--- config.mk ---
export PLATFORM = sky130hd
export DESIGN_NAME = charge_ctrl
export DESIGN_NICKNAME = d
export VERILOG_FILES = /design/src/inc/chg_pkg.sv /design/src/hdl/charge_ctrl.sv
export SDC_FILE = /design/constraint.sdc
export NUM_CORES = 1
export LEC_CHECK = 0
export ABC_AREA = 1
export BUFFER_PORTS_ARGS = -buffer_cell sky130_fd_sc_hd__buf_4
export CORE_ASPECT_RATIO = 0.7
export CORE_MARGIN = 3
export CORE_UTILIZATION = 59
export CTS_CLUSTER_DIAMETER = 150
export DETAILED_ROUTE_END_ITERATION = 8
export GPL_TIMING_DRIVEN = 1
export PLACE_DENSITY = 0.8
export SLEW_MARGIN = 20
export SYNTH_ARGS = -nofsm -noshare
export SYNTH_HDL_FRONTEND = slang
export SYNTH_SLANG_ARGS = --single-unit
--- constraint.sdc ---
create_clock -name clock -period 3 [get_ports clock]
set_input_delay 0.15 -clock clock [delete_from_list [all_inputs] [get_ports clock]]
set_output_delay 0.15 -clock clock [all_outputs]
set_load 0.01 [all_outputs]
--- src/inc/chg_pkg.sv ---
// Purpose: Shared types and constants for the charge control state machine
// Assumes: 40 MHz clock, comparator levels synchronous to it
// Notes:   Times kept in their own units, cycle counts derived here
package chg_pkg;

  // ----------------------------------------------------------------
  // Clock and time base
  // ----------------------------------------------------------------
  localparam longint unsigned CLOCK_HZ = 64'h0262_5A00;
  localparam longint unsigned MINUTE_S = 64'h3C;
  localparam logic [31:0] MINUTE_CYCLES_DEF = 32'(CLOCK_HZ * MINUTE_S);

  // ----------------------------------------------------------------
  // Timer lengths in minutes
  // ----------------------------------------------------------------
  localparam logic [6:0] SAFETY_60_MIN = 7'h3C;
  localparam logic [6:0] SAFETY_90_MIN = 7'h5A;
  localparam logic [6:0] SAFETY_120_MIN = 7'h78;
  localparam logic [2:0] EOC_QUAL_MIN = 3'h4;

  // ----------------------------------------------------------------
  // Safety timer setting codes
  // ----------------------------------------------------------------
  localparam logic [1:0] TIMER_SET_60 = 2'h0;
  localparam logic [1:0] TIMER_SET_90 = 2'h1;
  localparam logic [1:0] TIMER_SET_120 = 2'h2;
  localparam logic [1:0] TIMER_SET_OFF = 2'h3;

  // ----------------------------------------------------------------
  // Current command
  // ----------------------------------------------------------------
  localparam logic [10:0] PRECOND_MIN_MA = 11'h02D;
  localparam logic [10:0] PRECOND_DIVISOR = 11'h00A;
  localparam logic [10:0] ZERO_MA = 11'h000;

  // ----------------------------------------------------------------
  // Types
  // ----------------------------------------------------------------
  typedef enum logic [2:0] {
    ST_SUSPEND = 3'h0,
    ST_PRECOND = 3'h1,
    ST_FAST = 3'h3,
    ST_TOPOFF = 3'h2,
    ST_SLEEP = 3'h6,
    ST_FAULT = 3'h4
  } chg_state_t;

  typedef enum logic [1:0] {
    REG_OFF = 2'h0,
    REG_CC = 2'h1,
    REG_CV = 2'h2
  } reg_mode_t;

  typedef struct packed {
    logic input_valid;
    logic vbat_above_precond;
    logic vbat_at_term;
    logic ichg_below_eoc;
    logic battery_present;
    logic vbat_dropped_restart;
    logic current_level_floating;
  } chg_sense_t;

  typedef struct packed {
    logic timeout_fault_flag;
    logic battery_missing_flag;
    logic charging_active_flag;
  } chg_flags_t;

  typedef struct packed {
    reg_mode_t mode;
    logic [10:0] current_ma;
    logic switch_isolate;
  } chg_drive_t;

endpackage

--- src/hdl/charge_ctrl.sv ---
// Purpose: Charge cycle sequencer for a single lithium cell charger
// Assumes: All sense inputs are comparator levels synchronous to clock
// Notes:   Analog loops follow the drive outputs; this block only decides
`timescale 1ns/100ps

// Functional notes
// - Timeout flag high only in fault state
// - Battery flag mirrors missing cell detection
// - Invalid input forces suspend, switch isolated
// - Each new cycle starts in precondition
// - Precondition current is max(45 mA, fast/10)
// - Precondition threshold reached moves to fast
// - Safety timer expiry in precondition moves to timeout fault
// - Fast charge uses constant current, programmed
// - Termination voltage moves to constant-voltage top-off
// - End of charge needs four uninterrupted minutes
// - Qualified end of charge enters sleep
// - Sleep keeps watching cell voltage
// - Restart drop in sleep starts new cycle
// - Suspend disables charging, logic keeps running
// - Leaving suspend resets timer, enters precondition
// - Fault entry stops charging, sets flag
// - Fault exits only through suspend
// - Active flag and indicator only while charging
// - Safety timer 60, 90, 120 or off
// - Start needs valid input, cell present, no float or suspend
module charge_ctrl #(
  parameter logic [31:0] MINUTE_CYCLES = chg_pkg::MINUTE_CYCLES_DEF
) (
  input wire logic clock,
  input wire logic arst_n,
  input wire chg_pkg::chg_sense_t sense,
  input wire logic charge_suspend_request,
  input wire logic [1:0] safety_timer_setting,
  input wire logic [10:0] fast_current_ma,
  output chg_pkg::chg_flags_t flags,
  output chg_pkg::chg_drive_t drive,
  output chg_pkg::chg_state_t charge_state,
  output logic charge_indicator_out,
  output logic charge_indicator_oe_n
);
  import chg_pkg::*;

  // ----------------------------------------------------------------
  // State record
  // ----------------------------------------------------------------
  typedef struct packed {
    chg_state_t st;
    logic [31:0] tick_cnt;
    logic [6:0] min_cnt;
    logic [2:0] eoc_cnt;
    chg_flags_t flags;
    chg_drive_t drive;
  } ctrl_t;

  ctrl_t state_reg;
  ctrl_t state_next;

  // ----------------------------------------------------------------
  // Helpers
  // ----------------------------------------------------------------
  function automatic logic [10:0] precond_ma(input logic [10:0] fast);
    logic [10:0] tenth;
    tenth = fast / PRECOND_DIVISOR;
    precond_ma = (tenth > PRECOND_MIN_MA) ? tenth : PRECOND_MIN_MA;
  endfunction

  function automatic logic [6:0] safety_limit(input logic [1:0] sel);
    case (sel)
      TIMER_SET_90: safety_limit = SAFETY_90_MIN;
      TIMER_SET_120: safety_limit = SAFETY_120_MIN;
      default: safety_limit = SAFETY_60_MIN;
    endcase
  endfunction

  function automatic logic is_charging(input chg_state_t s);
    is_charging = (s == ST_PRECOND) || (s == ST_FAST) || (s == ST_TOPOFF);
  endfunction

  logic minute_tick;
  logic start_ok;
  logic supply_lost;
  logic safety_expired;

  assign minute_tick = (state_reg.tick_cnt == MINUTE_CYCLES - 32'h1);
  assign start_ok = sense.input_valid && !sense.current_level_floating &&
                    !charge_suspend_request && sense.battery_present;
  assign supply_lost = !sense.input_valid;
  // selectable safety limit
  // Limit minus one, since the check fires on the tick that completes the last minute
  assign safety_expired = (safety_timer_setting != TIMER_SET_OFF) &&
                          minute_tick &&
                          (state_reg.min_cnt >= safety_limit(safety_timer_setting) - 7'h1);

  // ----------------------------------------------------------------
  // Next state
  // ----------------------------------------------------------------
  always_comb begin
    state_next = state_reg;
    state_next.tick_cnt = minute_tick ? 32'h0 : state_reg.tick_cnt + 32'h1;
    if (minute_tick && state_reg.min_cnt != 7'h7F) begin
      state_next.min_cnt = state_reg.min_cnt + 7'h1;
    end
    case (state_reg.st)
      ST_SUSPEND: begin
        state_next.tick_cnt = 32'h0;
        state_next.min_cnt = 7'h0;
        state_next.eoc_cnt = 3'h0;
        if (start_ok) begin
          state_next.st = ST_PRECOND;
        end
      end
      ST_PRECOND: begin
        if (!start_ok) begin
          state_next.st = ST_SUSPEND;
        end else if (sense.vbat_above_precond) begin
          state_next.st = ST_FAST;
        end else if (safety_expired) begin
          state_next.st = ST_FAULT;
        end
      end
      ST_FAST: begin
        if (!start_ok) begin
          state_next.st = ST_SUSPEND;
        end else if (sense.vbat_at_term) begin
          state_next.st = ST_TOPOFF;
          state_next.tick_cnt = 32'h0;
          state_next.eoc_cnt = 3'h0;
        end
      end
      ST_TOPOFF: begin
        if (!start_ok) begin
          state_next.st = ST_SUSPEND;
        end else if (!sense.ichg_below_eoc) begin
          state_next.tick_cnt = 32'h0;
          state_next.eoc_cnt = 3'h0;
        end else if (minute_tick) begin
          state_next.eoc_cnt = state_reg.eoc_cnt + 3'h1;
          if (state_reg.eoc_cnt + 3'h1 == EOC_QUAL_MIN) begin
            state_next.st = ST_SLEEP;
          end
        end
      end
      ST_SLEEP: begin
        if (!start_ok) begin
          state_next.st = ST_SUSPEND;
        end else if (sense.vbat_dropped_restart) begin
          state_next.st = ST_PRECOND;
          state_next.tick_cnt = 32'h0;
          state_next.min_cnt = 7'h0;
        end
      end
      ST_FAULT: begin
        if (supply_lost || charge_suspend_request || !sense.battery_present) begin
          state_next.st = ST_SUSPEND;
        end
      end
      default: begin
        state_next.st = ST_SUSPEND;
      end
    endcase
    if (supply_lost) begin
      state_next.st = ST_SUSPEND;
    end
    // Flags and drive follow the next state so they never lag the state
    // fault flag
    state_next.flags.timeout_fault_flag = (state_next.st == ST_FAULT);
    state_next.flags.battery_missing_flag = !sense.battery_present;
    state_next.flags.charging_active_flag = is_charging(state_next.st);
    case (state_next.st)
      ST_PRECOND: begin
        state_next.drive.mode = REG_CC;
        state_next.drive.current_ma = precond_ma(fast_current_ma);
      end
      ST_FAST: begin
        state_next.drive.mode = REG_CC;
        state_next.drive.current_ma = fast_current_ma;
      end
      ST_TOPOFF: begin
        state_next.drive.mode = REG_CV;
        state_next.drive.current_ma = fast_current_ma;
      end
      default: begin
        state_next.drive.mode = REG_OFF;
        state_next.drive.current_ma = ZERO_MA;
      end
    endcase
    state_next.drive.switch_isolate = (state_next.st == ST_SUSPEND) && supply_lost;
  end

  // ----------------------------------------------------------------
  // Registers
  // ----------------------------------------------------------------
  // timers cleared on reset
  always_ff @(posedge clock or negedge arst_n) begin
    if (!arst_n) begin
      state_reg <= '{st: ST_SUSPEND, tick_cnt: 32'h0, min_cnt: 7'h0,
                     eoc_cnt: 3'h0, flags: '0,
                     drive: '{mode: REG_OFF, current_ma: ZERO_MA, switch_isolate: 1'b0}};
    end else begin
      state_reg <= state_next;
    end
  end

  // ----------------------------------------------------------------
  // Outputs
  // ----------------------------------------------------------------
  assign flags = state_reg.flags;
  assign drive = state_reg.drive;
  assign charge_state = state_reg.st;
  // open drain indicator sinks while charging
  assign charge_indicator_out = 1'b0;
  assign charge_indicator_oe_n = !state_reg.flags.charging_active_flag;
endmodule

==> run_results.csv, run 1 <==
group,metric,value,unit
sta,skew,11.6,ps
route,vias_per_cell,5.36,
status,status,"completed",
placed_design,gp_congestion,0.909,
yosys,ys_types,41,
worst_setup_path,cp-startpoint,"state_reg[28]",
power_and_ir_drop,power_density,407,nW/µm²
route,vias,3649,
worst_setup_path,crit_type,"flop to flop",
route,first_pass_iters,5,
clocking,numCtsBuffers,9,
placed_design,dpl.hpwl,6810,µm
sta,fmaxAchievable,350,MHz
power_and_ir_drop,fin_total_pwr,1.93,mW
clocking,htreeDepth,3,
floorplanning,dieArea,7900,µm²
worst_setup_path,r2r_start,"state_reg[28]",
yosys,yosysMostFrequentCell,"nand2_1",
yosys,syn_nets,574,
sta,fin_crit,2860,ps
sta,worst_slew_pin_slew,780,ps
cells_and_area,largest_register_ff_count,42,
sta,max_slew_margin,0.480,
sta,finalCritPeriodShare,0.953,
yosys,async_reset_ff_frac,1.00,
clocking,cts_tree,"built",
power_and_ir_drop,peakVddDrop,268,µV
global_routing,grt_max_degree,63,
sta,hold_viol,0,
yosys,yosysWarnings,0,
worst_hold_path,hold_start,"fast_current_ma[0]",
yosys,synth-seq-area-share,0.384,
yosys,synth_top_cell_by_area,"dfrtp_1",
floorplanning,core,6430,µm²
clocking,path_clk_slew,70,ps
global_routing,overflow,0,
sta,timing.final.ws_setup,141,ps
yosys,synth_top_area_frac,0.384,
floorplanning,start_util,0.629,
route,wirelength,9410,µm
yosys,synth_area_leaders,"dfrtp_1, nand2_1, inv_1",
clocking,cts-root-buf,"clkbuf_8",
yosys,synthFlopType,"dfrtp_1",
route,drt_iter0_drc,256,
cells_and_area,fin_cells,681,
route,ant_nets,0,
worst_setup_path,worst-endpoint-required,3230,ps
clocking,worstSkewPairLatency,350,ps
placed_design,place_ws,46.2,ps
global_routing,track_usage,0.238,
yosys,synth_edf_count,0,
yosys,syn_area,4040,µm²
clocking,clockBufferDepth,2,
worst_setup_path,startpoint_type,"flop",
run,maxCapViolations,0,
worst_setup_path,cp.arrival,3090,ps
floorplanning,placementRows,24,
route,wl_per_cell,13.8,µm
global_routing,grt_pass1_wl,14800,µm
placed_design,numPortBuffers,43,
yosys,ys_ff_latch,62,
placed_design,dp.cells,657,
route,drc,0,
cells_and_area,n_antenna_cell,0,
clocking,cts.sinks,62,
global_routing,antenna_found_initial,0,
worst_hold_path,hold_path.class,"input port to flop",
power_and_ir_drop,leakage,2.31,nW
cells_and_area,nNetsFinal,622,
floorplanning,io_pins,45,
worst_setup_path,cp-end-kind,"flop",
sta,setup-violations-final,0,
global_routing,first_global_vias,3255,
cells_and_area,drive_above_1_share,0.242,
yosys,syn_area_per_cell,7.51,µm²
worst_setup_path,crit_path_max_fanout,3,
floorplanning,die_h,75.3,µm
floorplanning,die_w,105,µm
yosys,ys_top_cells_by_count,"nand2_1, inv_1, nor2_1, dfrtp_1, nand3_1",
sta,rsz0062_at_grt,"yes",
sta,slew_violations,0,
yosys,synthCells,538,
cells_and_area,areaGrowthSynthToFinish,17.1,%
per-stage QoR:
| step | util | setup TNS, ps | cell area [µm²] | hold slack, ps |
|---|---|---|---|---|
| after floorplan | - | 0 | 4040 | -146 |
| final | 0.736 | 0 | 4730 | 21.9 |
| after global placement | 0.682 | 0 | 4380 | 280 |
| after CTS | 0.713 | 0 | 4580 | 0.645 |
| after global routing | 0.736 | -311 | 4730 | 15.1 |
| after detailed placement | 0.682 | 0 | 4380 | 291 |
power breakdown:
part | internal, mW | leakage [nW] | switching, mW
logic | 0.147 | 1.36 | 0.280
clock network | 0.340 | 0.0865 | 0.315
registers | 0.843 | 0.860 | 0.00228
critical path, stage by stage, from the launching register on:
cell and delay (ps):
dfrtp_1 360, ha_2 190, nand2_2 70, nor2_4 120, inv_2 50, nor3_4 180, nand3_2 130, nor2_4 130
nand4_1 130, nor3_2 210, nand3_2 120, nor2_4 130, nand4_1 120, nor2_2 200, nand3_2 120, nor3_4 230
nand2_2 90, o21ai_2 110, a21oi_1 50
layer usage:
metal | track usage | share of wire | up-vias
li1 | - | - | 1829
met1 | 0.336 | 0.48 | 1678
met2 | 0.353 | 0.44 | 132
met3 | 0.0686 | 0.065 | 10
met4 | 0.0844 | 0.011 | 0
met5 | 0 | 0 | -
repair_timing:
item	CTS	global route
setup buffers	0	6
hold buffers	3	0
gates resized for setup	0	28
endpoints found under the setup margin	0	18
hold endpoints to repair	64	0
kinds of logic (layout without fill, tap and decap cells):
logic type               Yosys count  in the layout  share of synthesized area
AO/OA/AOI/OAI                     75             75                      0.107
multiplexers                       1              1                    0.00248
buffers and inverters            114            166                      0.125
flip-flops                        62             62                      0.384
other                              1              1                   0.000928
XOR/XNOR                           7              7                     0.0152
adder cells (fa/ha/maj)           13             13                     0.0402
AND/OR/NAND/NOR                  265            265                      0.325
final timing paths:
| check | end | slack (ps) | cells after the start |
|---|---|---|---|
| max in group asynchronous | state_reg[52] | 2050 | 2 |
| worst max-delay path | state_reg[57] | 140 | 18 |
| worst max register to register | state_reg[57] | 140 | 18 |
| worst min-delay path | drive[1] | 20 | 3 |
| worst min register to register | state_reg[19] | 520 | 2 |
| min in group asynchronous | state_reg[25] | 430 | 2 |
final cells by class:
type,instances,area [µm²]
Timing Repair Buffer,62,473
Clock buffer,14,163
Multi-Input combinational cell,362,2090
Clock inverter,1,5.00
Tap cell,91,114
Inverter,89,334
Fill cell,502,1690
Sequential cell,62,1550
cells in the final DEF, fill, tap and decap left out, types with 15 or more instances in the layout:
master,synthesis,layout
dfrtp_1,62,62
nand2_2,22,24
a21oi_1,25,25
nand4_1,15,15
nand3_1,35,31
nand2_1,82,80
nor3_1,20,18
o21ai_0,24,22
buf_4,21,59
nor2_1,63,56
inv_1,79,78
Note: power is estimated with default switching activity, not from simulation.
==> inputs of run 2 (changes only) <==
- CORE_ASPECT_RATIO: 0.7 -> not set
==> run_results.csv, run 2 (synthesis gave the netlist of run 1 again) <==
group,metric,value,unit
global_routing,antenna_found_initial,0,
sta,worst_slew_pin_slew,755,ps
clocking,path_clk_slew,60,ps
cells_and_area,fin_area,4620,µm²
route,drc,0,
status,status,"completed",
route,drt_iter0_drc,203,
clocking,clockBufferDepth,2,
cells_and_area,largest_register_ff_count,42,
clocking,numCtsBuffers,9,
sta,skew,12.1,ps
power_and_ir_drop,leakage,2.26,nW
route,vias_per_cell,5.48,
cells_and_area,most-common-layout-cells,"nand2_1, inv_1, dfrtp_1",
cells_and_area,final_common_cell,"nand2_1",
worst_setup_path,rrSetupSlack,200,ps
placed_design,dp.cells,639,
route,wirelength,8380,µm
global_routing,track_usage,0.223,
route,vias,3620,
cells_and_area,nFillCells,504,
cells_and_area,utilization,0.712,
worst_hold_path,holdPathEnd,"drive[4]",
floorplanning,die_w,88.8,µm
worst_setup_path,critPathMaxStageDelay,370,ps
placed_design,place_area,4330,µm²
global_routing,overflow,0,
route,first_pass_iters,5,
power_and_ir_drop,peakVddDrop,345,µV
sta,finalCritPeriodShare,0.932,
worst_setup_path,critPathTopFamily,"simple AND/OR/NAND/NOR gates",
sta,fin_crit,2800,ps
sta,hold_viol,0,
floorplanning,io_pins,45,
worst_setup_path,ff2ff_path_depth,18,
global_routing,grt_max_degree,63,
worst_setup_path,cp-end-kind,"flop",
placed_design,dpl.hpwl,6200,µm
global_routing,first_global_vias,3293,
worst_setup_path,critPathBufInv,1,
sta,setup-violations-final,0,
clocking,cts.sinks,62,
floorplanning,dieArea,7880,µm²
sta,slew_violations,0,
clocking,worstSkewPairLatency,330,ps
worst_hold_path,hold_start,"fast_current_ma[3]",
worst_setup_path,startpoint_type,"flop",
route,ant_nets,0,
floorplanning,placementRows,29,
worst_setup_path,crit_chain,"ha_1 -> nand2_1 -> nor2_2 -> inv_1 -> nor3_4 -> nand3_2 -> nor2_2 -> nand4_1 -> nor3_2 -> nand3_1 -> nor2_2 -> nand4_1 -> nor2_2 -> nand3_2 -> nor3_4 -> nand2_1 -> o21ai_1 -> a21oi_1",
route,wl_per_cell,12.7,µm
worst_setup_path,slowest_stage,"dfrtp_1",
power_and_ir_drop,fin_total_pwr,1.90,mW
worst_setup_path,cp.arrival,3010,ps
floorplanning,die_h,88.8,µm
floorplanning,start_util,0.622,
cells_and_area,fin_cells,660,
worst_setup_path,r2r_start,"state_reg[27]",
worst_hold_path,min_path_cells,3,
worst_setup_path,cp_common_cell,"nor2_2",
placed_design,numPortBuffers,43,
worst_setup_path,crit_type,"flop to flop",
placed_design,gp_congestion,0.912,
global_routing,grt_pass1_wl,14000,µm
worst_setup_path,worst-endpoint-required,3210,ps
clocking,cts_tree,"built",
sta,tns,0,ps
worst_hold_path,hold_path.class,"input port to flop",
cells_and_area,n_antenna_cell,0,
sta,rsz0062_at_grt,"yes",
sta,max_slew_margin,0.496,
cells_and_area,drive_above_1_share,0.225,
run,maxCapViolations,0,
worst_setup_path,r2r-end,"state_reg[57]",
sta,fmaxAchievable,357,MHz
cells_and_area,areaGrowthSynthToFinish,14.3,%
floorplanning,core,6490,µm²
clocking,htreeDepth,3,
power_and_ir_drop,power_density,412,nW/µm²
worst_setup_path,crit_path_max_fanout,3,
cells_and_area,nNetsFinal,615,
clocking,cts-root-buf,"clkbuf_8",
==> run 2: cell count changes in the layout (fill, tap and decap cells not counted), moves of 2 or more <==
cell | before | now
buf_4 | 59 | 52
nand3_1 | 31 | 33
nand3_2 | 12 | 10
nand2_2 | 24 | 22
nand2_1 | 80 | 82
nor2_2 | 4 | 9
nor2_1 | 56 | 54
nor2_4 | 3 | 0
==> run 2: how the worst max path moves through the flow <==
stage                                  start       endpoint  cells after the start  slack [ps]
after floorplan                state_reg[27]  state_reg[57]                     18         250
after global placement         state_reg[27]  state_reg[57]                     18         160
after detailed placement  fast_current_ma[8]       drive[1]                     31          60
after CTS                      state_reg[27]  state_reg[57]                     18          10
after global routing           state_reg[27]  state_reg[57]                     18         -60
final                          state_reg[27]  state_reg[57]                     18         200
==> run 2: timing repair <==
action | in CTS | in global routing
hold buffers | 3 | 0
setup buffers | 0 | 3
setup endpoints to repair | 0 | 14
resized for setup | 0 | 18
endpoints found under the hold margin | 64 | 0
==> run 2: layer usage <==
layer / part of all wire / GRT usage
met1: 0.44 / 0.286
met2: 0.49 / 0.370
met3: 0.044 / 0.0484
met4: 0.021 / 0.0852
met5: 0 / 0
==> run 2: worst reg2reg max path, stage by stage (launching register included) <==
cell     delay [ps]
dfrtp_1         370
ha_1            180
nand2_1          90
nor2_2          110
inv_1            70
nor3_4          190
nand3_2         120
nor2_2          140
nand4_1         150
nor3_2          140
nand3_1         120
nor2_2          120
nand4_1         120
nor2_2          170
nand3_2         110
nor3_4          230
nand2_1          90
o21ai_1         130
a21oi_1          50
==> run 2: power breakdown <==
part           internal, mW  switching [mW]  total, mW
logic                 0.146           0.271      0.417
clock network         0.340           0.301      0.641
registers             0.843         0.00248      0.845
total                  1.33           0.574       1.90
==> run 2: final cells by class <==
| cell class | count | area [µm²] | area share |
|---|---|---|---|
| clock buffer | 14 | 163 | 0.0352 |
| clock inverter | 1 | 5.00 | 0.00108 |
| inverter | 89 | 334 | 0.0723 |
| multi-input combinational | 362 | 2050 | 0.444 |
| sequential | 62 | 1550 | 0.336 |
| tap | 77 | 96.3 | 0.0208 |
| timing repair buffer | 55 | 420 | 0.0910 |
==> run 2: metrics by stage <==
step / hold WS (ps) / setup slack, ps
after global routing: 58.3 / -55.8
after CTS: 40.9 / 12.3
after global placement: 271 / 156
final: 60.9 / 203
after detailed placement: 274 / 63.2
after floorplan: -146 / 250
==> inputs of run 3 (changes only) <==
- ABC_AREA: 1 -> not set
- CAP_MARGIN: not set -> 0
- CORE_UTILIZATION: 59 -> 60
- HOLD_SLACK_MARGIN: not set -> 0.15
- PLACE_DENSITY: 0.8 -> 0.81
==> run_results.csv, run 3 <==
group,metric,value,unit
worst_setup_path,crit_chain,"ha_1 -> a21o_1 -> a21o_1 -> a211o_1 -> a31oi_1 -> nor4_1 -> o31ai_1 -> nor2b_2 -> buf_4 -> nand2_1 -> o31a_1 -> o21ai_1",
floorplanning,io_pins,45,
placed_design,dpl.hpwl,6810,µm
worst_setup_path,critPathBufInv,1,
global_routing,track_usage,0.237,
yosys,yosysMostFrequentCell,"nor2_1",
clocking,cts.sinks,62,
cells_and_area,most-common-layout-cells,"nor2_1, dfrtp_1, nand2_1",
sta,max_slew_margin,0.499,
sta,timing.final.ws_setup,261,ps
route,first_pass_iters,5,
power_and_ir_drop,leakage,2.21,nW
sta,slew_violations,0,
route,wl_per_cell,14.8,µm
status,status,"completed",
worst_setup_path,critPathTopFamily,"compound AO/OA/AOI/OAI gates",
sta,hold_viol,0,
clocking,numCtsBuffers,9,
run,maxCapViolations,0,
yosys,ys_types,81,
yosys,async_reset_ff_frac,1.00,
clocking,cts-root-buf,"clkbuf_8",
worst_setup_path,cp_common_cell,"a21o_1",
route,wirelength,9610,µm
cells_and_area,multi_input_area,2520,µm²
power_and_ir_drop,peakVddDrop,192,µV
global_routing,grt_pass1_wl,16700,µm
yosys,synth-seq-area-share,0.346,
sta,rsz0062_at_grt,"no",
route,vias,3817,
yosys,synth_area_leaders,"dfrtp_1, nor2_1, buf_4",
clocking,path_clk_slew,60,ps
yosys,syn_area_per_cell,8.39,µm²
worst_setup_path,startpoint_type,"flop",
cells_and_area,final_common_cell,"nor2_1",
yosys,synth_top_cell_by_area,"dfrtp_1",
placed_design,place_ws,156,ps
global_routing,overflow,0,
worst_setup_path,ff2ff_path_depth,12,
floorplanning,placementRows,30,
clocking,clockBufferDepth,2,
cells_and_area,nNetsFinal,583,
cells_and_area,utilization,0.700,
floorplanning,die_h,92.4,µm
clocking,worstSkewPairLatency,330,ps
worst_setup_path,worst-endpoint-required,3260,ps
global_routing,first_global_vias,3568,
floorplanning,dieArea,8540,µm²
yosys,synthFlopType,"dfrtp_1",
power_and_ir_drop,power_density,403,nW/µm²
cells_and_area,largest_register_ff_count,42,
clocking,post_cts_buffers,0,
yosys,syn_nets,570,
cells_and_area,register_area,1550,µm²
route,drc,0,
route,drt_iter0_drc,175,
sta,skew,6.31,ps
sta,tns,0,ps
cells_and_area,drive_above_1_share,0.152,
yosys,synth_top_area_frac,0.346,
route,ant_nets,0,
worst_setup_path,cp-end-kind,"flop",
placed_design,gp_congestion,0.910,
worst_setup_path,cp.arrival,3000,ps
sta,fin_crit,2740,ps
sta,worst_slew_pin_slew,751,ps
clocking,cts_tree,"built",
yosys,synthCells,534,
worst_hold_path,hold_path.class,"input port to flop",
global_routing,antenna_found_initial,0,
floorplanning,core,7020,µm²
placed_design,numPortBuffers,43,
worst_hold_path,min_path_cells,2,
floorplanning,start_util,0.639,
yosys,synth_edf_count,0,
clocking,htreeDepth,3,
cells_and_area,nFillCells,550,
yosys,syn_area,4480,µm²
worst_setup_path,critPathMaxStageDelay,430,ps
global_routing,grt_max_degree,63,
sta,finalCritPeriodShare,0.913,
worst_setup_path,slowest_stage,"dfrtp_1",
yosys,ys_top_cells_by_count,"nor2_1, dfrtp_1, nand2_1, buf_4",
yosys,yosysWarnings,0,
yosys,ys_ff_latch,62,
worst_setup_path,crit_path_max_fanout,7,
cells_and_area,n_antenna_cell,0,
worst_setup_path,cp.depth,12,
cells_and_area,areaGrowthSynthToFinish,9.69,%
worst_setup_path,crit_type,"flop to flop",
floorplanning,die_w,92.4,µm
sta,fmaxAchievable,365,MHz
route,vias_per_cell,5.90,
sta,setup-violations-final,0,
## run 3: final timing paths
check / from / to / slack [ps]
worst max-delay path: state_reg[21] / drive[2] / 260
worst min-delay path: fast_current_ma[3] / drive[4] / 210
worst max register to register: state_reg[21] / drive[2] / 260
worst min register to register: state_reg[27] / state_reg[27] / 500
max in group asynchronous: arst_n / drive[8] / 2070
min in group asynchronous: arst_n / state_reg[57] / 440
## run 3: stage by stage
| step | instance area (µm²) | std cells | total power [mW] | hold slack (ps) |
|---|---|---|---|---|
| after floorplan | 4480 | 534 | 1.10 | -146 |
| after global placement | 4620 | 625 | 1.18 | 266 |
| after detailed placement | 4620 | 625 | 1.18 | 271 |
| after CTS | 4910 | 647 | 1.99 | 203 |
| after global routing | 4920 | 647 | 2.07 | 235 |
| final | 4920 | 647 | 1.98 | 212 |
## run 3: where the power goes
part	leakage (nW)	total, mW	switching [mW]	internal [mW]
clock	0.115	0.805	0.300	0.505
sequential	0.860	0.847	0.00377	0.843
combinational	1.23	0.331	0.200	0.131
total	2.21	1.98	0.503	1.48
## run 3: layout make-up
class | count | area share
Clock buffer | 11 | 0.0308
Inverter | 22 | 0.0168
Timing Repair Buffer | 53 | 0.0845
Sequential cell | 62 | 0.316
Tap cell | 96 | 0.0244
Multi-Input combinational cell | 399 | 0.514
Clock inverter | 4 | 0.0143
## run 3: kinds of logic (layout without fill, tap and decap cells)
group | count (synthesis) | in the layout | synth area share
flip-flops | 62 | 62 | 0.346
other | 1 | 1 | 0.000837
AO/OA/AOI/OAI | 107 | 107 | 0.171
multiplexers | 6 | 6 | 0.0148
XOR/XNOR | 35 | 35 | 0.0701
buffers and inverters | 73 | 90 | 0.0910
adder cells (fa/ha/maj) | 13 | 13 | 0.0363
AND/OR/NAND/NOR | 237 | 237 | 0.270
## run 3: per-layer routing
metal | GRT usage | share of wire
met3 | 0.0333 | 0.040
met1 | 0.307 | 0.43
met4 | 0.0829 | 0.019
met2 | 0.404 | 0.51
met5 | 0 | 0
## run 3: repair_timing
item | CTS | global route
hold endpoints to repair | 68 | 0
gates resized for setup | 0 | 1
setup endpoints to repair | 0 | 2
hold buffers | 7 | 0
## run 3: worst register-to-register path, stage by stage, from the launching register on
cell	delay [ps]
dfrtp_1	430
ha_1	310
a21o_1	170
a21o_1	170
a211o_1	280
a31oi_1	160
nor4_1	100
o31ai_1	300
nor2b_2	280
buf_4	180
nand2_1	50
o31a_1	120
o21ai_1	120
